**src/rtl/dep_pkg.sv**
```systemverilog
// constants for the dual-edge pixel input capture
package dep_pkg;
  // bus and field widths
  localparam int BUS_W     = 36;
  localparam int COMP_W    = 12;
  localparam int PIX_W     = 3 * COMP_W + 3;
  localparam int FIFO_DEPTH = 32;
  // data bus width modes
  typedef enum logic [1:0] {
    DEP_W18,
    DEP_W15,
    DEP_W12,
    DEP_FULL
  } dep_mode_t;
  // 18-bit lane positions
  localparam int W18_LO    = 0;
  localparam int W18_G_LO  = 12;
  localparam int W18_R_LO  = 6;
  // 15-bit lane positions
  localparam int W15_B_LO  = 2;
  localparam int W15_G_LO  = 14;
  localparam int W15_R_LO  = 7;
  // 12-bit lane positions
  localparam int W12_B_LO  = 4;
  localparam int W12_G_LO  = 16;
  localparam int W12_R_LO  = 8;
  // full-width lane positions (half-rate clock variant)
  localparam int FULL_B_LO = 0;
  localparam int FULL_G_LO = 12;
  localparam int FULL_R_LO = 24;
  // link limits
  localparam real LINK_MAX_MHZ = 148.5;
  localparam real SYS_MHZ      = 20.0;
endpackage : dep_pkg

```
**src/rtl/dep_fifo.sv**
```systemverilog
// small flip-flop FIFO with valid/ready on both sides
`timescale 1ns/1ps
module dep_fifo #(
  parameter int WIDTH = 39,
  parameter int DEPTH = 32
) (
  // clock and reset
  input  wire logic             clk_sys,
  input  wire logic             rst_b,
  // fill side
  input  wire logic             in_valid,
  output logic                  in_ready,
  input  wire logic [WIDTH-1:0] in_data,
  // drain side
  output logic                  out_valid,
  input  wire logic             out_ready,
  output logic      [WIDTH-1:0] out_data
);
  localparam int AW = $clog2(DEPTH);

  logic [WIDTH-1:0] mem_q [DEPTH];
  logic [AW-1:0]    wr_q;
  logic [AW-1:0]    rd_q;
  logic [AW:0]      cnt_q;
  wire              push;
  wire              pop;

  // honest full and empty from the occupancy count
  assign in_ready  = (cnt_q != (AW+1)'(DEPTH));
  assign out_valid = (cnt_q != '0);
  assign push      = in_valid & in_ready;
  assign pop       = out_valid & out_ready;
  assign out_data  = mem_q[rd_q];

  // storage written by index, no reset needed on data
  always_ff @(posedge clk_sys) begin
    if (push) mem_q[wr_q] <= in_data;
  end

  // pointers and count
  always_ff @(posedge clk_sys or negedge rst_b) begin
    if (!rst_b) begin
      wr_q  <= '0;
      rd_q  <= '0;
      cnt_q <= '0;
    end else begin
      if (push) wr_q <= wr_q + 1'b1;
      if (pop) rd_q <= rd_q + 1'b1;
      cnt_q <= cnt_q + (AW+1)'(push) - (AW+1)'(pop);
    end
  end
endmodule : dep_fifo

```
**src/rtl/dep_capture.sv**
```systemverilog
// dual-edge pixel capture: samples link pins, pairs half-words into pixels
`timescale 1ns/1ps
module dep_capture (
  // clock and reset
  input  wire logic                       clk_sys,
  input  wire logic                       rst_b,
  // mode straps
  input  wire dep_pkg::dep_mode_t         bus_mode,
  // link pins
  input  wire logic                       pixel_clk,
  input  wire logic [dep_pkg::BUS_W-1:0]  pixel_data_bus,
  input  wire logic                       hsync_line,
  input  wire logic                       vsync_line,
  input  wire logic                       data_enable_line,
  // pixel output stream
  output logic                            pix_valid,
  input  wire logic                       pix_ready,
  output logic [dep_pkg::COMP_W-1:0]      pix_blue,
  output logic [dep_pkg::COMP_W-1:0]      pix_green,
  output logic [dep_pkg::COMP_W-1:0]      pix_red,
  output logic                            pix_hsync,
  output logic                            pix_vsync,
  output logic                            pix_de,
  // status
  output logic                            overflow
);
  localparam int BW = dep_pkg::BUS_W;
  localparam int CW = dep_pkg::COMP_W;
  localparam int PW = dep_pkg::PIX_W;

  // two-stage synchronisers for every link pin
  logic          clk_s1_q, clk_s2_q, clk_s3_q;
  logic [BW-1:0] dat_s1_q, dat_s2_q;
  logic [2:0]    ctl_s1_q, ctl_s2_q;

  // the link is sampled at the system rate, so in this model the
  // usable link rate is bounded well below the documented ceiling
  always_ff @(posedge clk_sys or negedge rst_b) begin
    if (!rst_b) begin
      clk_s1_q <= 1'b0;
      clk_s2_q <= 1'b0;
      clk_s3_q <= 1'b0;
      dat_s1_q <= '0;
      dat_s2_q <= '0;
      ctl_s1_q <= '0;
      ctl_s2_q <= '0;
    end else begin
      clk_s1_q <= pixel_clk;
      clk_s2_q <= clk_s1_q;
      clk_s3_q <= clk_s2_q;
      dat_s1_q <= pixel_data_bus;
      dat_s2_q <= dat_s1_q;
      ctl_s1_q <= {hsync_line, vsync_line, data_enable_line};
      ctl_s2_q <= ctl_s1_q;
    end
  end

  // edge detection on the synchronised link clock
  wire rise_e = clk_s2_q & ~clk_s3_q;
  wire fall_e = ~clk_s2_q & clk_s3_q;

  // first half-word, held from the rising edge
  logic [BW-1:0] first_q;
  logic          have_first_q;
  logic          overflow_q;

  // assemble one pixel from both half-words
  function automatic logic [3*CW-1:0] dep_assemble(
    input dep_pkg::dep_mode_t m,
    input logic [BW-1:0]      a,
    input logic [BW-1:0]      b);
    logic [CW-1:0] bl, gr, rd;
    bl = '0;
    gr = '0;
    rd = '0;
    case (m)
      dep_pkg::DEP_W18: begin
        bl = a[dep_pkg::W18_LO +: 12];
        gr = {b[dep_pkg::W18_LO +: 6], a[dep_pkg::W18_G_LO +: 6]};
        rd = b[dep_pkg::W18_R_LO +: 12];
      end
      dep_pkg::DEP_W15: begin
        bl = {2'h0, a[dep_pkg::W15_B_LO +: 10]};
        gr = {2'h0, b[dep_pkg::W15_B_LO +: 5],
              a[dep_pkg::W15_G_LO +: 5]};
        rd = {2'h0, b[dep_pkg::W15_G_LO +: 5],
              b[dep_pkg::W15_R_LO +: 5]};
      end
      dep_pkg::DEP_W12: begin
        bl = {4'h0, a[dep_pkg::W12_B_LO +: 8]};
        gr = {4'h0, b[dep_pkg::W12_B_LO +: 4],
              a[dep_pkg::W12_G_LO +: 4]};
        rd = {4'h0, b[dep_pkg::W12_G_LO +: 4],
              b[dep_pkg::W12_R_LO +: 4]};
      end
      dep_pkg::DEP_FULL: begin
        // full-width word latched on the falling edge is a whole pixel on its own
        bl = b[dep_pkg::FULL_B_LO +: 12];
        gr = b[dep_pkg::FULL_G_LO +: 12];
        rd = b[dep_pkg::FULL_R_LO +: 12];
      end
      default: begin
        bl = '0;
      end
    endcase
    return {rd, gr, bl};
  endfunction : dep_assemble

  // pixel word toward the fifo; syncs from own lines at the falling edge
  wire [3*CW-1:0] comp_w = dep_assemble(bus_mode, first_q, dat_s2_q);
  wire [PW-1:0]   word_w = {ctl_s2_q, comp_w};
  wire            full_m = (bus_mode == dep_pkg::DEP_FULL);
  // full mode: each edge of the half-rate clock latches a whole pixel
  wire            push_w = full_m ? (rise_e | fall_e)
                                  : (fall_e & have_first_q);
  wire [PW-1:0]   push_d = (full_m && rise_e)
                         ? {ctl_s2_q,
                            dat_s2_q[dep_pkg::FULL_R_LO +: 12],
                            dat_s2_q[dep_pkg::FULL_G_LO +: 12],
                            dat_s2_q[dep_pkg::FULL_B_LO +: 12]}
                         : word_w;
  wire            fifo_rdy;

  // rising edge opens a pixel, falling edge closes it
  always_ff @(posedge clk_sys or negedge rst_b) begin
    if (!rst_b) begin
      first_q      <= '0;
      have_first_q <= 1'b0;
      overflow_q   <= 1'b0;
    end else begin
      if (rise_e) begin
        first_q      <= dat_s2_q;
        have_first_q <= 1'b1;
      end else if (fall_e) begin
        have_first_q <= 1'b0;
      end
      // link cannot stall, so a full fifo drops and is flagged
      if (push_w && !fifo_rdy) overflow_q <= 1'b1;
    end
  end

  assign overflow = overflow_q;

  // buffer between link rate and consumer
  logic [PW-1:0] out_w;
  dep_fifo #(
    .WIDTH (PW),
    .DEPTH (dep_pkg::FIFO_DEPTH)
  ) u_fifo (
    .clk_sys   (clk_sys),
    .rst_b     (rst_b),
    .in_valid  (push_w),
    .in_ready  (fifo_rdy),
    .in_data   (push_d),
    .out_valid (pix_valid),
    .out_ready (pix_ready),
    .out_data  (out_w)
  );

  assign {pix_hsync, pix_vsync, pix_de} = out_w[PW-1 -: 3];
  assign pix_red   = out_w[2*CW +: CW];
  assign pix_green = out_w[CW +: CW];
  assign pix_blue  = out_w[0 +: CW];

  // one pixel per link period in halved modes
  pair_on_fall_a: assert property (
    @(posedge clk_sys) disable iff (!rst_b)
    (fall_e && have_first_q && !full_m) |-> push_w)
    else $error("completed pixel not pushed");
  first_on_rise_a: assert property (
    @(posedge clk_sys) disable iff (!rst_b)
    rise_e |=> (have_first_q && first_q == $past(dat_s2_q)))
    else $error("rising half-word not held");
  no_lone_half_a: assert property (
    @(posedge clk_sys) disable iff (!rst_b)
    (!full_m && !have_first_q) |-> !push_w)
    else $error("push without first half");
  // lane checks written from the bit positions, not from the function
  blue18_pos_a: assert property (
    @(posedge clk_sys) disable iff (!rst_b)
    (push_w && bus_mode == dep_pkg::DEP_W18)
      |-> push_d[11:0] == first_q[11:0])
    else $error("18-bit blue misplaced");
  red18_pos_a: assert property (
    @(posedge clk_sys) disable iff (!rst_b)
    (push_w && bus_mode == dep_pkg::DEP_W18)
      |-> push_d[35:24] == dat_s2_q[17:6])
    else $error("18-bit red misplaced");
  blue15_pos_a: assert property (
    @(posedge clk_sys) disable iff (!rst_b)
    (push_w && bus_mode == dep_pkg::DEP_W15)
      |-> push_d[11:0] == {2'h0, first_q[11:2]})
    else $error("15-bit blue misplaced");
  red15_pos_a: assert property (
    @(posedge clk_sys) disable iff (!rst_b)
    (push_w && bus_mode == dep_pkg::DEP_W15)
      |-> push_d[33:24] == {dat_s2_q[18:14], dat_s2_q[11:7]})
    else $error("15-bit red misplaced");
  green12_pos_a: assert property (
    @(posedge clk_sys) disable iff (!rst_b)
    (push_w && bus_mode == dep_pkg::DEP_W12)
      |-> push_d[19:12] == {dat_s2_q[7:4], first_q[19:16]})
    else $error("12-bit green misplaced");
  red12_pos_a: assert property (
    @(posedge clk_sys) disable iff (!rst_b)
    (push_w && bus_mode == dep_pkg::DEP_W12)
      |-> push_d[35:24] == {4'h0, dat_s2_q[19:16], dat_s2_q[11:8]})
    else $error("12-bit red misplaced");
  sync_lines_a: assert property (
    @(posedge clk_sys) disable iff (!rst_b)
    push_w |-> push_d[PW-1 -: 3] == ctl_s2_q)
    else $error("sync lines not carried");
  full_both_a: assert property (
    @(posedge clk_sys) disable iff (!rst_b)
    (full_m && (rise_e || fall_e)) |-> push_w)
    else $error("half-rate edge missed");
  full_map_a: assert property (
    @(posedge clk_sys) disable iff (!rst_b)
    (push_w && full_m) |-> push_d[35:0] == dat_s2_q)
    else $error("full-width lanes misplaced");
endmodule : dep_capture

```
**config.mk**
```make
export PLATFORM = sky130hd
export DESIGN_NAME = dep_capture
export DESIGN_NICKNAME = d
export VERILOG_FILES = /design/src/rtl/dep_pkg.sv /design/src/rtl/dep_fifo.sv /design/src/rtl/dep_capture.sv
export SDC_FILE = /design/constraint.sdc
export NUM_CORES = 1
export LEC_CHECK = 0
export BUFFER_PORTS_ARGS = -buffer_cell sky130_fd_sc_hd__buf_2
export CORE_MARGIN = 2
export CORE_UTILIZATION = 42
export CTS_CLUSTER_SIZE = 12
export DETAILED_ROUTE_END_ITERATION = 12
export GPL_ROUTABILITY_DRIVEN = 0
export PLACE_DENSITY = 0.66
export SLEW_MARGIN = 0
export SYNTH_ARGS = -nofsm -noshare
export SYNTH_HDL_FRONTEND = slang
export SYNTH_SLANG_ARGS = --single-unit
```
**constraint.sdc**
```tcl
create_clock -name clk_sys -period 6.1 [get_ports clk_sys]
set_input_delay 1.22 -clock clk_sys [delete_from_list [all_inputs] [get_ports clk_sys]]
set_output_delay 1.22 -clock clk_sys [all_outputs]
set_load 0.05 [all_outputs]
```
### After elaboration in Yosys (flattened, before gate mapping)

Memory sizes are Yosys's and may differ from the RTL's.
Index checks and enable logic that the tools add are counted.

* add/sub/neg operators: 4
* eq/ne operators: 4
* multiplexer cells: 9
* bitwise gates (word level): 8
* reduce and logical (&&, ||, !) cells: 6

Operators by type and width (number)
* case mux 12 bit (4 select lines): 3
* two-way mux 36 bit: 1
* adder 5 x 1 -> 5 bit, second input constant: 2
* adder 6 x 1 -> 6 bit: 1
* != test 6 bit, second input constant: 1
* nonzero test 6 bit: 1
* subtractor 6 x 1 -> 6 bit: 1
* AND 1 bit: 5
* two-way mux 1 bit: 5
* equality test 2 bit, second input constant: 2
* equality test 2 x 1 -> 1 bit, second input constant: 1
* logical AND 1 bit: 2
* zero test 2 bit: 1
* inverter 1 bit: 2
* nonzero test 2 bit: 1
* zero test 1 bit: 1
* OR 1 bit: 1

* register bits after elaboration: 119
* memory bits (writable): 1248
* input port bits: 45
* output and inout bits: 41
* word-level logic and storage cells: 45
* memories kept: 1

Memory list
* u_fifo.mem_q: depth 32, width 39, read ports 1, clocked after memory_dff 0, write ports 1, line dep_fifo.sv:21 `logic [WIDTH-1:0] mem_q [DEPTH];`

### Logic depth before layout (Yosys ltp)

* depth in word-level cells: 7
* mapped depth: 12
* gate-level depth less buffers: 12

### Cells and area by module

From an unflattened synthesis, not the netlist that was laid out.

* cells, all modules: 2366
* area total of the unflattened synthesis: 51913.5 sq um

By module, submodules not included
* dep_fifo: times used 1, cells an instance 2170, area an instance 48153.7 sq um, sequential area each 37876.3 sq um
* dep_capture: times used 1, cells an instance 196, area an instance 3759.9 sq um, sequential area each 2577.5 sq um

### Worst setup path after synthesis

Ideal clock, no wire load.

* path type: in2reg
* start point: in bus_mode[1]
* end point: mem u_fifo.mem_q[23][0], enable pin
* setup time: 492 ps
* arrival time: 5210 ps
* data required time: 5608 ps
* path slack: 398 ps
* stages: 6
* buffers on the path: 2
* cells stage by stage: clkbuf_1 > and2_1 > buf_2 > mux2i_4 > nand4_1 > nor3b_1

* cells in the longest elaborated chain, start to end: 5

RTL lines
* start: declaration: line dep_capture.sv:8 `input wire dep_pkg::dep_mode_t bus_mode,`
* equality test 2 bit: line dep_capture.sv:112 `wire full_m = (bus_mode == dep_pkg::DEP_FULL);`
* two-way mux 1 bit: line dep_capture.sv:114 `wire push_w = full_m ? (rise_e | fall_e)`
* AND 1 bit: line dep_fifo.sv:31 `assign push = in_valid & in_ready;`
* two-way mux 1 bit: line dep_fifo.sv:37 `if (push) mem_q[wr_q] <= in_data;`
* two-way mux 1 bit (implied by the code): line dep_fifo.sv:37
* end: declaration: line dep_fifo.sv:21

No other way between the ends.

### Worst setup path after layout

* start point: reg u_fifo.rd_q[1]
* end point: out pix_red[9] (netlist bit)

* cells in the longest elaborated chain, start to end: 1

RTL lines
* start: declaration: line dep_fifo.sv:23 `logic [AW-1:0] rd_q;`
* start signal: assignment: line dep_fifo.sv:48 `if (pop) rd_q <= rd_q + 1'b1;`
* memory (32 x 39 bit)
* end: declaration: line dep_capture.sv:20 `output logic [dep_pkg::COMP_W-1:0] pix_red,`

No other way between the ends.

==> metrics.md <==
| Metric | Value |
|---|---|
| Status | `completed` |
| RSZ-0062 raised after global routing | `no` |
| Tmin final | `5420 ps` |
| Final Slew Violations | `0` |
| Critical path class | `flop to output pin` |
| Post-Synthesis Cell Area | `a little over 50000 um2` |
| Setup WS post-layout | `683 ps` |
| # resized after CTS | `0` |
| Yosys cell types | `46` |
| Core box area | `approximately 120000 um2` |
| IO Pins | `86` |
| HP Class | `flop to flop` |
| Pwr/cell area | `453 nW/um2` |
| CP Data Required Time | `4880 ps` |
| Initial core utilization | `a little over two fifths` |
| Total power | `26.6 mW` |
| Area leader, netlist | `edfxtp_1` |
| Yosys top cell area share | `between 70% and 80%` |
| Maxcap violations | `0` |
| Design area | `between 50000 and 60000 um2` |
| Synth Instances | `2372` |
| Critical path origin | `u_fifo.rd_q[1]` |
| YS warnings | `0` |
| VDD IR max | `0.399 mV` |
| Yosys reg bits | `1367` |
| Period utilization | `between 80% and 90%` |
| Skew final | `~31 ps` |
| Slew HR | `7.59%` |
| Crit-path max FO | `32` |
| Wire per inst | `roughly 27 um` |
| Vias | `approximately 25000` |
| Worst reg2reg path startpoint | `clk_s2_q` |
| Port buffer count | `85` |
| CTS clk-pin slew, worst paths | `60 ps` |
| R2R depth | `6` |
| Antenna Nets Post-Route | `0` |
| Post-DP Area | `roughly 55000 um2` |
| Final HPWL DP | `65700 um` |
| Setup_tns | `0 ps` |
| FP Rows | `roughly 130` |
| Static Leak | `19.1 nW` |
| Drt via density | `5.78` |
| Vias in the first global route | `25800` |
| Initial antenna violation count | `4` |
| Seq/Total Area, Yosys | `just under 80%` |
| CTS tree | `built` |
| Avg Cell Area, Syn | `21.8 um2` |
| Die Wd | `between 300 and 400 um` |
| Final-stage net count | `roughly 2600` |
| Synth top area cells | `edfxtp_1, mux4_2, dfrtp_1` |
| Flop2flop setup slack | `2840 ps` |
| Worst EP arrival | `4200 ps` |
| Commonest cells in the netlist | `edfxtp_1, mux4_2, mux2i_1, dfrtp_1, clkbuf_1` |
| Ys async rst share | `8.71%` |
| Die ar. | `126000 um2` |
| Remaining Overflow, GRT | `0` |
| FF-to-FF End | `u_fifo.mem_q[11][26]` |
| Area growth syn-to-layout | `13.4%` |
| Setup violators final | `0` |
| Slew @ Worst Pin | `1390 ps` |
| Number of synthesized flops with an enable pin | `between 1000 and 1500` |
| Largest net degree at the start of global routing | `81` |
| Diode count | `0` |
| Layout cells sized above 1 | `between 20% and 30%` |
| Inst Count DP | `4018` |
| Main flop type after synthesis | `edfxtp_1` |
| Final Hold Viols | `0` |
| Root Driver | `clkbuf_16` |
| CTS Buffer Depth | `3` |
| GRT Total Usage | `18.6%` |
| Clock Latency Late Sink | `720 ps` |
| Post-route insts no fill | `4252` |
| Worst Setup EP | `pix_red[9]` |
| DRC | `0` |
| Htree depth | `4` |
| First-pass GRT wire length | `between 150000 and 200000 um` |
| Startpoint types | `flop` |
| Top-count cell post-synth | `edfxtp_1` |
| Syn_nets | `around 2400` |
| DIE HEIGHT | `355 um` |
| Number of DRC markers in iteration 0 | `2652` |
| DR pass1 iterations | `5` |
| Max frequency | `0.185 GHz` |
| CP Capture Type | `output pin` |
| Cts bufs inserted | `141` |
| Worst slack, placed | `around 1200 ps` |
| Post-CTS Repair Setup Buffers | `0` |
| TritonCTS Sinks | `between 1000 and 1500` |
| Post-CTS Hold Buffers | `0` |
| Total Wirelength | `117000 um` |
stage by stage:
stage / hold WS [ps] / util, %
after floorplan: 331 / -
after global placement: 335 / 44.7
final: 341 / 48.1
after detailed placement: 336 / 44.7
after CTS: 344 / 48.1
after global routing: 345 / 48.1
area by class of cell:
cell class | count | area [um2]
sequential | 1367 | 40500
clock inverter | 29 | 246
tap | 1625 | 2030
clock buffer | 205 | 3930
multi-input combinational | 853 | 10900
inverter | 15 | 56.3
fill | 9788 | 63300
timing repair buffer | 158 | 1140
state kept, by name, indices dropped and copies added, names as in the netlist:
signal,cells
u_fifo.mem_q,1248
dat_s1_q,36
dat_s2_q,36
first_q,20
u_fifo.cnt_q,6
u_fifo.rd_q,5
u_fifo.wr_q,5
ctl_s1_q,3
ctl_s2_q,3
clk_s1_q,1
clk_s2_q,1
clk_s3_q,1
have_first_q,1
overflow,1
metal layers:
metal  vias up  wire, um  track usage, %
met4         2      2840            5.56
li1      10300         -               -
met5         -        13               0
met3       191      9340            4.18
met2      1008     56900            30.1
met1     13100     47700            25.3
cell families after synthesis:
kind of cell               synth area share [%]
adders and majority gates                 0.425
AOI/OAI and AO/OA                          4.15
buffers and inverters                      1.50
and+or+nand+nor                           0.793
muxes                                      14.8
DFF                                        78.1
xor gates and xnor gates                  0.186
power by group:
group	switching [mW]	internal [mW]
combinational	4.86	2.80
clock	3.32	4.57
sequential	0.335	10.7
total	8.52	18.1
cells in the final DEF (no fill, tap or decap), drive strengths merged, types with 2 or more instances in the layout:
master	netlist	layout
mux2	25	25
xor2	3	3
nand2	26	26
bufinv	0	3
nand4	4	4
nor2b	2	2
inv	15	21
buf	57	158
xnor2	8	8
clkbuf	80	205
dfrtp	119	119
o21ai	7	7
nand3b	3	3
nor2	36	36
ha	16	16
a22o	42	42
o221ai	39	39
nand3	8	8
a21oi	42	42
clkinv	0	20
and2	2	2
edfxtp	1248	1248
nor3b	2	2
a22oi	41	41
mux4	258	258
mux2i	157	157
or3b	2	2
o22ai	39	39
a211oi	77	77
worst max-delay path, stage by stage (launching register included):
cell      delay (ps)
dfrtp_4          690
nand3b_1         990
buf_4            610
o221ai_1         260
a211oi_1          80
a21oi_1          450
buf_2            360
worst min path at each step:
stage | from | end | slack (ps) | cells after the start
final | dat_s1_q[8] | dat_s2_q[8] | 340 | 0
after global routing | dat_s1_q[9] | dat_s2_q[9] | 350 | 0
after CTS | dat_s1_q[8] | dat_s2_q[8] | 340 | 0
after detailed placement | dat_s1_q[18] | dat_s2_q[18] | 340 | 0
after global placement | dat_s1_q[18] | dat_s2_q[18] | 330 | 0
after floorplan | clk_s1_q | clk_s2_q | 330 | 0
No activity file was read; power rests on OpenSTA's default activity.
